`config.mk`:
```
export PLATFORM = sky130hd
export DESIGN_NAME = sswd_top
export DESIGN_NICKNAME = d
export VERILOG_FILES = /design/src/core/sswd_sync.v /design/src/core/sswd_top.v
export VERILOG_INCLUDE_DIRS = /design/src /design/src/core
export SDC_FILE = /design/constraint.sdc
export NUM_CORES = 1
export LEC_CHECK = 0
export BUFFER_PORTS_ARGS = -buffer_cell sky130_fd_sc_hd__buf_2
export CAP_MARGIN = 40
export CELL_PAD_IN_SITES_DETAIL_PLACEMENT = 1
export CELL_PAD_IN_SITES_GLOBAL_PLACEMENT = 1
export CORE_AREA = 2 2 89 91
export DETAILED_ROUTE_END_ITERATION = 6
export DIE_AREA = 0 0 91 93
export PLACE_DENSITY_LB_ADDON = 0.08
export SLEW_MARGIN = 20
export SYNTH_ARGS = -nofsm -noshare
export SYNTH_HDL_FRONTEND = slang
export SYNTH_SLANG_ARGS = --single-unit
```
`constraint.sdc`:
```
create_clock -name core_clk -period 2.8 [get_ports core_clk]
set_clock_uncertainty 0.15 [all_clocks]
set_input_delay 0.56 -clock core_clk [delete_from_list [all_inputs] [get_ports core_clk]]
set_output_delay 0.56 -clock core_clk [all_outputs]
set_load 0.005 [all_outputs]
```
`src/core/sswd_consts.vh`:
```
// Purpose: constants for the supply supervisor and watchdog
// Assumes: core_clk at 100 MHz
// Notes: times kept in their own unit, cycle counts derived
`ifndef SSWD_CONSTS_VH
`define SSWD_CONSTS_VH
`define SSWD_CLK_MHZ 100
`define SSWD_RESET_MS 200
`define SSWD_BROWN_MS 140
`define SSWD_WD_MS 1600
`define SSWD_KICK_NS 50
`define SSWD_CLK_NS 10
// cycle counts at counter width: ms * 1000 * MHz, all exact here
`define SSWD_RESET_CYC 28'h1312D00
`define SSWD_BROWN_CYC 28'h0D59F80
`define SSWD_WD_CYC 28'h9896800
`define SSWD_KICK_CYC ((`SSWD_KICK_NS + `SSWD_CLK_NS - 1) / `SSWD_CLK_NS)
`define SSWD_CNT_W 28
`endif

```
`src/core/sswd_sync.v`:
```
// Purpose: two-flop synchroniser for one level
// Assumes: single clock core_clk
// Notes: first stage read only by the second; rst_val is the level both stages hold in reset
`timescale 1ns/1ps
module sswd_sync (
   // clock and reset
   input wire core_clk,
   input wire rstn,
   input wire rst_val,
   // data
   input wire d,
   output reg q
);
   reg meta;
   // ==========================================
   // two stages
   always @(posedge core_clk) begin
      if (!rstn) begin
         meta <= rst_val;
         q <= rst_val;
      end else begin
         meta <= d;
         q <= meta;
      end
   end
endmodule // sswd_sync

```
`src/core/sswd_top.v`:
```
// Purpose: reset generator, watchdog and power-fail flag for a host processor
// Assumes: comparator results and kick three-state detect arrive as digital levels
// Notes: long counts are parameters so simulation can shorten them
// Summary of operation
// - power_fail_flag_n low while power-fail comparator reports input below reference.
// - kick steady for watchdog timeout makes timer expire, expired flag low.
// - watchdog timer clears on reset, kick three-stated, or any kick edge.
// - floating kick keeps watchdog disabled, cleared and not counting.
// - kick transition of at least 50 ns starts fresh countdown; host kicks in time.
// - expired flag stays low until a kick edge or a floating kick clears the watchdog.
// - expired flag low while supply low, rises when supply returns unless the watchdog had already expired.
// - with kick floating, expired flag just follows supply-low indication.
// - reset output held low all the time supply-low is present.
// - reset held 200 ms after supply recovers or manual reset released.
// - any reset trigger yields a low reset pulse of nominal 200 ms.
// - brownout during a reset pulse continues it at least 140 ms.
// - active-high reset output is exact complement of active-low output.
// - watchdog expiry never resets internally; only via external manual reset link.
// - manual reset needs no debounce; long hold time absorbs bounce.
`timescale 1ns/1ps
`include "sswd_consts.vh"
module sswd_top #(
   parameter [`SSWD_CNT_W-1:0] RESET_CYC = `SSWD_RESET_CYC,
   parameter [`SSWD_CNT_W-1:0] WD_CYC = `SSWD_WD_CYC
) (
   // clock and reset
   input wire core_clk,
   input wire rstn,
   // comparator and pin indications
   input wire supply_low,
   input wire power_fail_sense,
   input wire manual_reset_n,
   input wire watchdog_kick,
   input wire kick_floating,
   // host outputs
   output reg reset_out_n,
   output reg reset_out,
   output reg watchdog_expired_n,
   output reg power_fail_flag_n
);
   localparam [1:0] ST_HOLD = 2'h0;
   localparam [1:0] ST_TIMED = 2'h1;
   localparam [1:0] ST_RUN = 2'h2;
   localparam [`SSWD_CNT_W-1:0] ONE = 28'h0000001;

   wire s_low;
   wire s_pf;
   wire s_mr_n;
   wire s_kick;
   wire s_float;
   reg [1:0] state;
   reg [`SSWD_CNT_W-1:0] rst_cnt;
   reg [`SSWD_CNT_W-1:0] wd_cnt;
   reg kick_last;
   reg kick_edge;
   reg expired;
   reg [1:0] next_state;

   // ==========================================
   // shared counter arithmetic
   // one step of a hold or watchdog counter
   function [`SSWD_CNT_W-1:0] sswd_inc;
      input [`SSWD_CNT_W-1:0] v;
      begin
         sswd_inc = v + ONE;
      end
   endfunction

   // last count of an interval of lim cycles reached
   function sswd_at_end;
      input [`SSWD_CNT_W-1:0] v;
      input [`SSWD_CNT_W-1:0] lim;
      begin
         sswd_at_end = (v >= lim - ONE);
      end
   endfunction

   // ==========================================
   // input synchronisers
   // supply low assumed during reset, so the hold starts from a trigger
   sswd_sync u_low (
      .core_clk(core_clk),
      .rstn(rstn),
      .rst_val(1'b1),
      .d(supply_low),
      .q(s_low)
   );
   // power-fail comparator level
   sswd_sync u_pf (
      .core_clk(core_clk),
      .rstn(rstn),
      .rst_val(1'b0),
      .d(power_fail_sense),
      .q(s_pf)
   );
   // manual reset idles high, no false trigger after reset
   sswd_sync u_mr (
      .core_clk(core_clk),
      .rstn(rstn),
      .rst_val(1'b1),
      .d(manual_reset_n),
      .q(s_mr_n)
   );
   // kick level for edge detect
   sswd_sync u_kick (
      .core_clk(core_clk),
      .rstn(rstn),
      .rst_val(1'b0),
      .d(watchdog_kick),
      .q(s_kick)
   );
   // three-state detect of the kick pin
   sswd_sync u_flt (
      .core_clk(core_clk),
      .rstn(rstn),
      .rst_val(1'b0),
      .d(kick_floating),
      .q(s_float)
   );

   // ==========================================
   // reset pulse sequencer
   // trigger is a held level; pulse timed from its release
   wire trigger = s_low | ~s_mr_n;

   always @* begin
      next_state = state;
      case (state)
         ST_HOLD: begin
            if (!trigger) begin
               next_state = ST_TIMED;
            end
         end
         ST_TIMED: begin
            if (trigger) begin
               next_state = ST_HOLD;
            end else if (sswd_at_end(rst_cnt, RESET_CYC)) begin
               next_state = ST_RUN;
            end
         end
         ST_RUN: begin
            if (trigger) begin
               next_state = ST_HOLD;
            end
         end
         default: begin
            next_state = ST_HOLD;
         end
      endcase
   end

   // hold counter restarts at each release, so a brownout mid-pulse
   // always leaves at least the full 200 ms (over the 140 ms floor)
   always @(posedge core_clk) begin
      if (!rstn) begin
         state <= ST_HOLD;
         rst_cnt <= {`SSWD_CNT_W{1'b0}};
      end else begin
         state <= next_state;
         if (state == ST_TIMED && !trigger) begin
            rst_cnt <= sswd_inc(rst_cnt);
         end else begin
            rst_cnt <= {`SSWD_CNT_W{1'b0}};
         end
      end
   end

   // ==========================================
   // watchdog timer
   // kick edges seen on synchronised level: pulses of 50 ns span many edges
   always @(posedge core_clk) begin
      if (!rstn) begin
         kick_last <= 1'b0;
         kick_edge <= 1'b0;
         wd_cnt <= {`SSWD_CNT_W{1'b0}};
         expired <= 1'b0;
      end else begin
         kick_last <= s_kick;
         kick_edge <= s_kick ^ kick_last;
         if (state != ST_RUN || s_float || kick_edge) begin
            wd_cnt <= {`SSWD_CNT_W{1'b0}};
         end else if (!sswd_at_end(wd_cnt, WD_CYC)) begin
            wd_cnt <= sswd_inc(wd_cnt);
         end
         if (s_float || kick_edge) begin
            expired <= 1'b0;
         end else if (state == ST_RUN && sswd_at_end(wd_cnt, WD_CYC)) begin
            expired <= 1'b1;
         end
      end
   end

   // ==========================================
   // registered outputs; expiry never feeds the sequencer
   // active-low reset from the sequencer's next state
   always @(posedge core_clk) begin
      if (!rstn) begin
         reset_out_n <= 1'b0;
      end else begin
         reset_out_n <= (next_state == ST_RUN);
      end
   end

   // active-high reset, same source so the pair never skews
   always @(posedge core_clk) begin
      if (!rstn) begin
         reset_out <= 1'b1;
      end else begin
         reset_out <= (next_state != ST_RUN);
      end
   end

   // expired flag, also low-supply status
   always @(posedge core_clk) begin
      if (!rstn) begin
         watchdog_expired_n <= 1'b0;
      end else begin
         watchdog_expired_n <= ~(s_low | expired);
      end
   end

   // power-fail flag follows the comparator
   always @(posedge core_clk) begin
      if (!rstn) begin
         power_fail_flag_n <= 1'b1;
      end else begin
         power_fail_flag_n <= ~s_pf;
      end
   end
endmodule // sswd_top

```
==> run metrics, run 1 <==
Port Buffers 10; DR vias 2893; post_cts resized 0; Num CTS Buffers 9; min-delay worst type reg2reg; synth top area cells dfxtp_1 43%, xor2_1 4.3%, nand2_1 4.2%; number of synthesized flops with an enable pin 0; reg2reg end wd_cnt[8]$_SDFFE_PP0N_; FF-to-FF setup slack 470 ps; final setup vio count 0; dpl cells ~500; Synth top area share 43.4%; Arr. time, crit path about 2500 ps; Non-Filler Instances slightly above 500; status completed; Pleak 0.00122 uW; Reg2Reg Launch Point wd_cnt[0]$_SDFFE_PP0N_; CTS tree yes; clk_lat worst skew between 300 and 400 ps; DRT Wirelength between 7000 and 8000 um; H-tree depth 3; Initial Util 45.9%; layout cells sized above 1 10.2%; Synth area leader dfxtp_1; clock net sink count 75; post-synth cell types 48; number of antenna repair diodes 0; WHS Path Cells 1; Via density 5.65; Placer Congestion slightly above 0.8; initial antenna violation count 0; half-perimeter wire length after detailed placement between 5000 and 6000 um; Synth Register Bits 75; IO Count 11; first-pass GRT wire length approximately 14000 um; MaxCap Viol Count 0; die outline width about 91 um; Mapped Cells ~400; CP endpoint kind register; CTS max path bufs 2; Slew headroom 54.9%; hold_buf cts 0; Starting DRT DRC Count between 70 and 80; Layout Area Growth over Synthesis 9.55%; RSZ-0062 raised after global routing no; CP Data Required Time between 2000 and 3000 ps; Site Rows 32; Die Y a little over 90 um; full die area 0.00846 mm2; post-synthesis async set-or-reset flop share 0%; largest net degree at the start of global routing 28; startpoint types register; TritonRoute pass-1 iters 4; Total Power 1880 uW; # DRC 0; setup TNS 0 ps; Root Buffer clkbuf_8; fmax approximately 430 MHz; CTS clk-pin slew, worst paths ~90 ps; min Tclk post-route ~2300 ps; syn_nets roughly 400; slew at the pin with the worst max-slew slack roughly 680 ps; syn avg cell area approximately 9 um2; Endpoint, Worst Hold power_fail_flag_n$_SDFF_PN1_; Global Route Usage Sum ~20%; Power Dens Cells between 400 and 500 mW/mm2; sequential share of the synthesized area between 40% and 50%; Final Hold Vio Count 0; GRT overflow 0; Reg2Reg Depth 6; Primary FF master, synth dfxtp_1; per-cell routed wire length about 15 um; synthesis warning total 0; Cell Area, Synth roughly 0.0035 mm2; CP max FO 21; worst vdd ir roughly 0.00026 V; core area 0.00753 mm2; # nets final 414; worst hold start u_pf.q$_SDFF_PN0_; DRT antenna net count 0; Period Utilization, post-route 83.3%; WS Path Type reg2reg; vias in the first global route roughly 2900; post-CTS setup repair buffer count 0; max-slew violations 0
## area by class of cell
cell class / instances / area, um2
fill: 926 / 3740
multi-input combinational: 295 / 1850
sequential: 75 / 1500
clock buffer: 10 / 138
tap: 102 / 128
timing repair buffer: 16 / 95.1
clock inverter: 6 / 46.3
inverter: 8 / 30.0
## synth_stat cells, types with 10 or more instances
| master | count |
|---|---|
| nand2b_1 | 10 |
| and2_1 | 15 |
| nand2_1 | 39 |
| nand3_1 | 19 |
| clkbuf_1 | 12 |
| a21oi_1 | 18 |
| dfxtp_1 | 75 |
| xor2_1 | 17 |
| xnor2_1 | 10 |
| nor2_1 | 33 |
| o21ai_0 | 12 |
| nand4_1 | 14 |
| and3_1 | 10 |
| nor3_1 | 10 |
## per-stage QoR
| step | hold slack [ps] | worst slack, ps | util, % | instance area [um2] |
|---|---|---|---|---|
| final | 223 | 467 | 50.3 | 3790 |
| after global routing | 222 | 284 | 50.3 | 3790 |
| after CTS | 222 | 454 | 50.3 | 3790 |
| after detailed placement | 208 | 475 | 47.9 | 3600 |
| after global placement | 195 | 537 | 47.9 | 3600 |
| after floorplan | 193 | 767 | - | 3460 |
## report_power, final
part	total [uW]	internal, uW	switching [uW]
Clock	787	352	434
Sequential	1080	1070	3.11
Combinational	16.8	9.12	7.63
## state kept, by name (all words and copies together), names as in the netlist
name                count
expired                 1
kick_edge               1
kick_last               1
power_fail_flag_n       1
reset_out               1
reset_out_n             1
rst_cnt                28
state                   2
u_flt.meta              1
u_flt.q                 1
u_kick.meta             1
u_kick.q                1
u_low.meta              1
u_low.q                 1
u_mr.meta               1
u_mr.q                  1
u_pf.meta               1
u_pf.q                  1
watchdog_expired_n      1
wd_cnt                 28
## critical path: stages, from the launching register on
cell and delay (ps):
dfxtp_1 350, ha_1 240, and2_1 220, a31oi_1 200, and3b_1 410, or4_1 550, a21oi_1 150
## worst max-delay path by stage
stage,startpoint,end,slack [ps],cells after the start
after floorplan,wd_cnt[0]$_SDFFE_PP0N_,wd_cnt[8]$_SDFFE_PP0N_,770,7
after CTS,wd_cnt[0]$_SDFFE_PP0N_,wd_cnt[8]$_SDFFE_PP0N_,450,6
after global routing,wd_cnt[0]$_SDFFE_PP0N_,wd_cnt[4]$_SDFFE_PP0N_,280,6
after detailed placement,wd_cnt[0]$_SDFFE_PP0N_,wd_cnt[8]$_SDFFE_PP0N_,480,6
after global placement,rst_cnt[0]$_SDFF_PN0_,reset_out$_SDFF_PN1_,540,6
final,wd_cnt[0]$_SDFFE_PP0N_,wd_cnt[8]$_SDFFE_PP0N_,470,6
## layer usage
layer | wire length [um] | GRT usage [%]
met1 | 3760 | 24.9
met2 | 3790 | 34.5
met3 | 207 | 4.83
met4 | 81 | 5.43
met5 | 0 | 0
## kinds of logic (layout without fill, tap and decap cells)
logic type               after synthesis  after routing  share of synthesized area (%)
AND/OR/NAND/NOR                      201            201                           32.7
flip-flops                            75             75                           43.4
AO/OA/AOI/OAI                         57             57                           10.9
XOR/XNOR                              27             27                           6.84
buffers and inverters                 25             40                           3.08
multiplexers                           8              8                           2.32
adder cells (fa/ha/maj)                2              2                          0.724
## cells in the final DEF (no fill, tap or decap), types with 3 or more instances in the layout
cell      instances
nor3b_1           5
or3_1             8
xnor2_1          10
buf_2            10
buf_4             6
nand2b_1         10
xor2_1           17
nor3_1           10
nand4_1          14
and3_1           10
nand3_1          19
o21a_1            3
a21oi_1          18
or4_1             8
clkbuf_8         10
dfxtp_1          75
and2_1           15
o31ai_1           8
nand2_1          39
o21ai_0          12
nand3b_1          3
nor2_1           33
inv_1             8
mux2i_1           8
and4_1            9
nor4_1            7
(Power assumes the default switching activity.)
==> run 2, diff against run 1 <==
- CORE_AREA: 2 2 89 91 -> 2 2 93 95
- DIE_AREA: 0 0 91 93 -> 0 0 95 97
- clock period: 2.8 -> 2 ns (I/O delays scaled with it)
==> run metrics, run 2 (synthesis results as in run 1) <==
Num CTS Buffers 9; Initial Util roughly 43%; Global Route Usage Sum around 20%; GRT overflow 0; max-slew violations 0; DRT Wirelength 9320 um; initial antenna violation count 0; metal2 WL 4750 um; CTS max path bufs 2; CTS tree yes; WS Path Type reg2reg; min Tclk post-route between 2000 and 2500 ps; final setup vio count 4; PnR worst setup slack -37.2 ps; half-perimeter wire length after detailed placement 6050 um; fmax ~500 MHz; Starting DRT DRC Count 60; Site Rows 33; Setup crit start wd_cnt[21]$_SDFFE_PP0N_; DR top layer met4; # DRC 0; startpoint types register; CP max FO 11; Root Buffer clkbuf_8; CP endpoint kind register; core area 0.00813 mm2; die outline width approximately 95 um; first-pass GRT wire length about 15000 um; hold_buf cts 0; Crit-path slowest cell dfxtp_2; biggest regs rst_cnt: 28 flops, wd_cnt: 28 flops, state: 2 flops; met3 WL roughly 130 um; number of antenna repair diodes 0; M1 WL around 4300 um; clk_lat worst skew 360 ps; DR vias between 3000 and 4000; Via density around 5.5; largest net degree at the start of global routing 28; worst vdd ir approximately 0.00036 V; slew at the pin with the worst max-slew slack 427 ps; # nets final between 400 and 500; Layout Area Growth over Synthesis 32.0%; Reg2Reg Launch Point wd_cnt[21]$_SDFFE_PP0N_; layout cells sized above 1 a little under a third; Pleak ~0.0016 uW; setup TNS -75.8 ps; CTS clk-pin slew, worst paths 90 ps; Final Hold Vio Count 0; status finished, violations left; violated checks negative setup slack; per-cell routed wire length around 16 um; Power Dens Cells 602 mW/mm2; pre-CTS WS -146 ps; worst setup path end wd_cnt[4]$_SDFFE_PP0N_; full die area a little over 0.009 mm2; RSZ-0062 raised after global routing yes; CP Data Required Time 2090 ps; H-tree depth 3; reg2reg end wd_cnt[4]$_SDFFE_PP0N_; Period Utilization, post-route 102%; min-delay worst type in2reg; Final Cell Area roughly 0.0046 mm2; DRT antenna net count 0; most frequent cells in the layout 66 x dfxtp_1, 59 x buf_4, 38 x nand2_1; Post-DP Area 0.00400 mm2; Reg2Reg Depth 7; MaxCap Viol Count 0; Die Y 97 um; TritonRoute pass-1 iters 4; Placer Congestion roughly 0.8; Arr. time, crit path approximately 2100 ps; Port Buffers 10; worst hold start supply_low; hold slack ~61 ps; IO Count 11; Slew headroom a little under three quarters; critical-path cell list nor4_4 -> o2111a_2 -> nor2_4 -> bufbuf_16 -> buf_6 -> o31ai_4 -> a21oi_1; FF-to-FF setup slack -40 ps; clock net sink count 75; crit-path max cell delay 350 ps; vias in the first global route 3156; most common cell after layout, fill and taps aside dfxtp_1
-- run 2: worst min-delay path by stage --
| stage | end | slack, ps | cells past startpoint |
|---|---|---|---|
| 4_1_cts | u_low.meta$_SDFF_PN1_ | 40 | 2 |
| 2_1_floorplan | power_fail_flag_n$_SDFF_PN1_ | 190 | 1 |
| 3_3_place_gp | power_fail_flag_n$_SDFF_PN1_ | 190 | 1 |
| 3_5_place_dp | power_fail_flag_n$_SDFF_PN1_ | 210 | 1 |
| 6_report | u_low.meta$_SDFF_PN1_ | 60 | 2 |
| 5_1_grt | u_mr.meta$_SDFF_PN1_ | 50 | 2 |
-- run 2: layout make-up --
| cell class | instances | area (um2) |
|---|---|---|
| clock buffers | 10 | 128 |
| clock inverters | 6 | 71.3 |
| inverters | 8 | 30.0 |
| fillers | 950 | 3570 |
| well taps | 105 | 131 |
| repair buffers | 74 | 579 |
| flip-flops and latches | 75 | 1520 |
| multi-input cells | 296 | 2110 |
-- run 2: worst max-delay path, delay by kind of cell (launching register included) --
family / cells / cell delay (ps)
compound gates: 3 / 630
buf+inv: 2 / 410
flops: 1 / 350
simple gates: 2 / 360
-- run 2: what timing repair did --
item                       CTS  global route
pin swaps                   11            13
resized for setup           18            42
setup buffers                5             2
setup endpoints to repair   24            32
gates cloned                 1             1
-- run 2: power breakdown --
part / internal [uW] / switching [uW] / total, uW
clock: 590 / 627 / 1220
combinational: 14.1 / 11.1 / 25.2
sequential: 1500 / 4.53 / 1510
total: 2110 / 643 / 2750
-- run 2: per-stage QoR --
stage / utilization [%] / instances / total power [uW]
finish: 56.1 / 574 / 2750
global route: 56.1 / 574 / 2860
CTS: 53.3 / 571 / 2800
detailed placement: 49.2 / 549 / 1570
global placement: 49.2 / 549 / 1570
floorplan: - / 395 / 1560
-- run 2: metal layers --
metal / vias to the layer above / GRT usage, %
li1: 1566 / -
met1: 1559 / 25.7
met2: 17 / 34.8
met3: 12 / 4.44
met4: 0 / 6.02
met5: - / 0
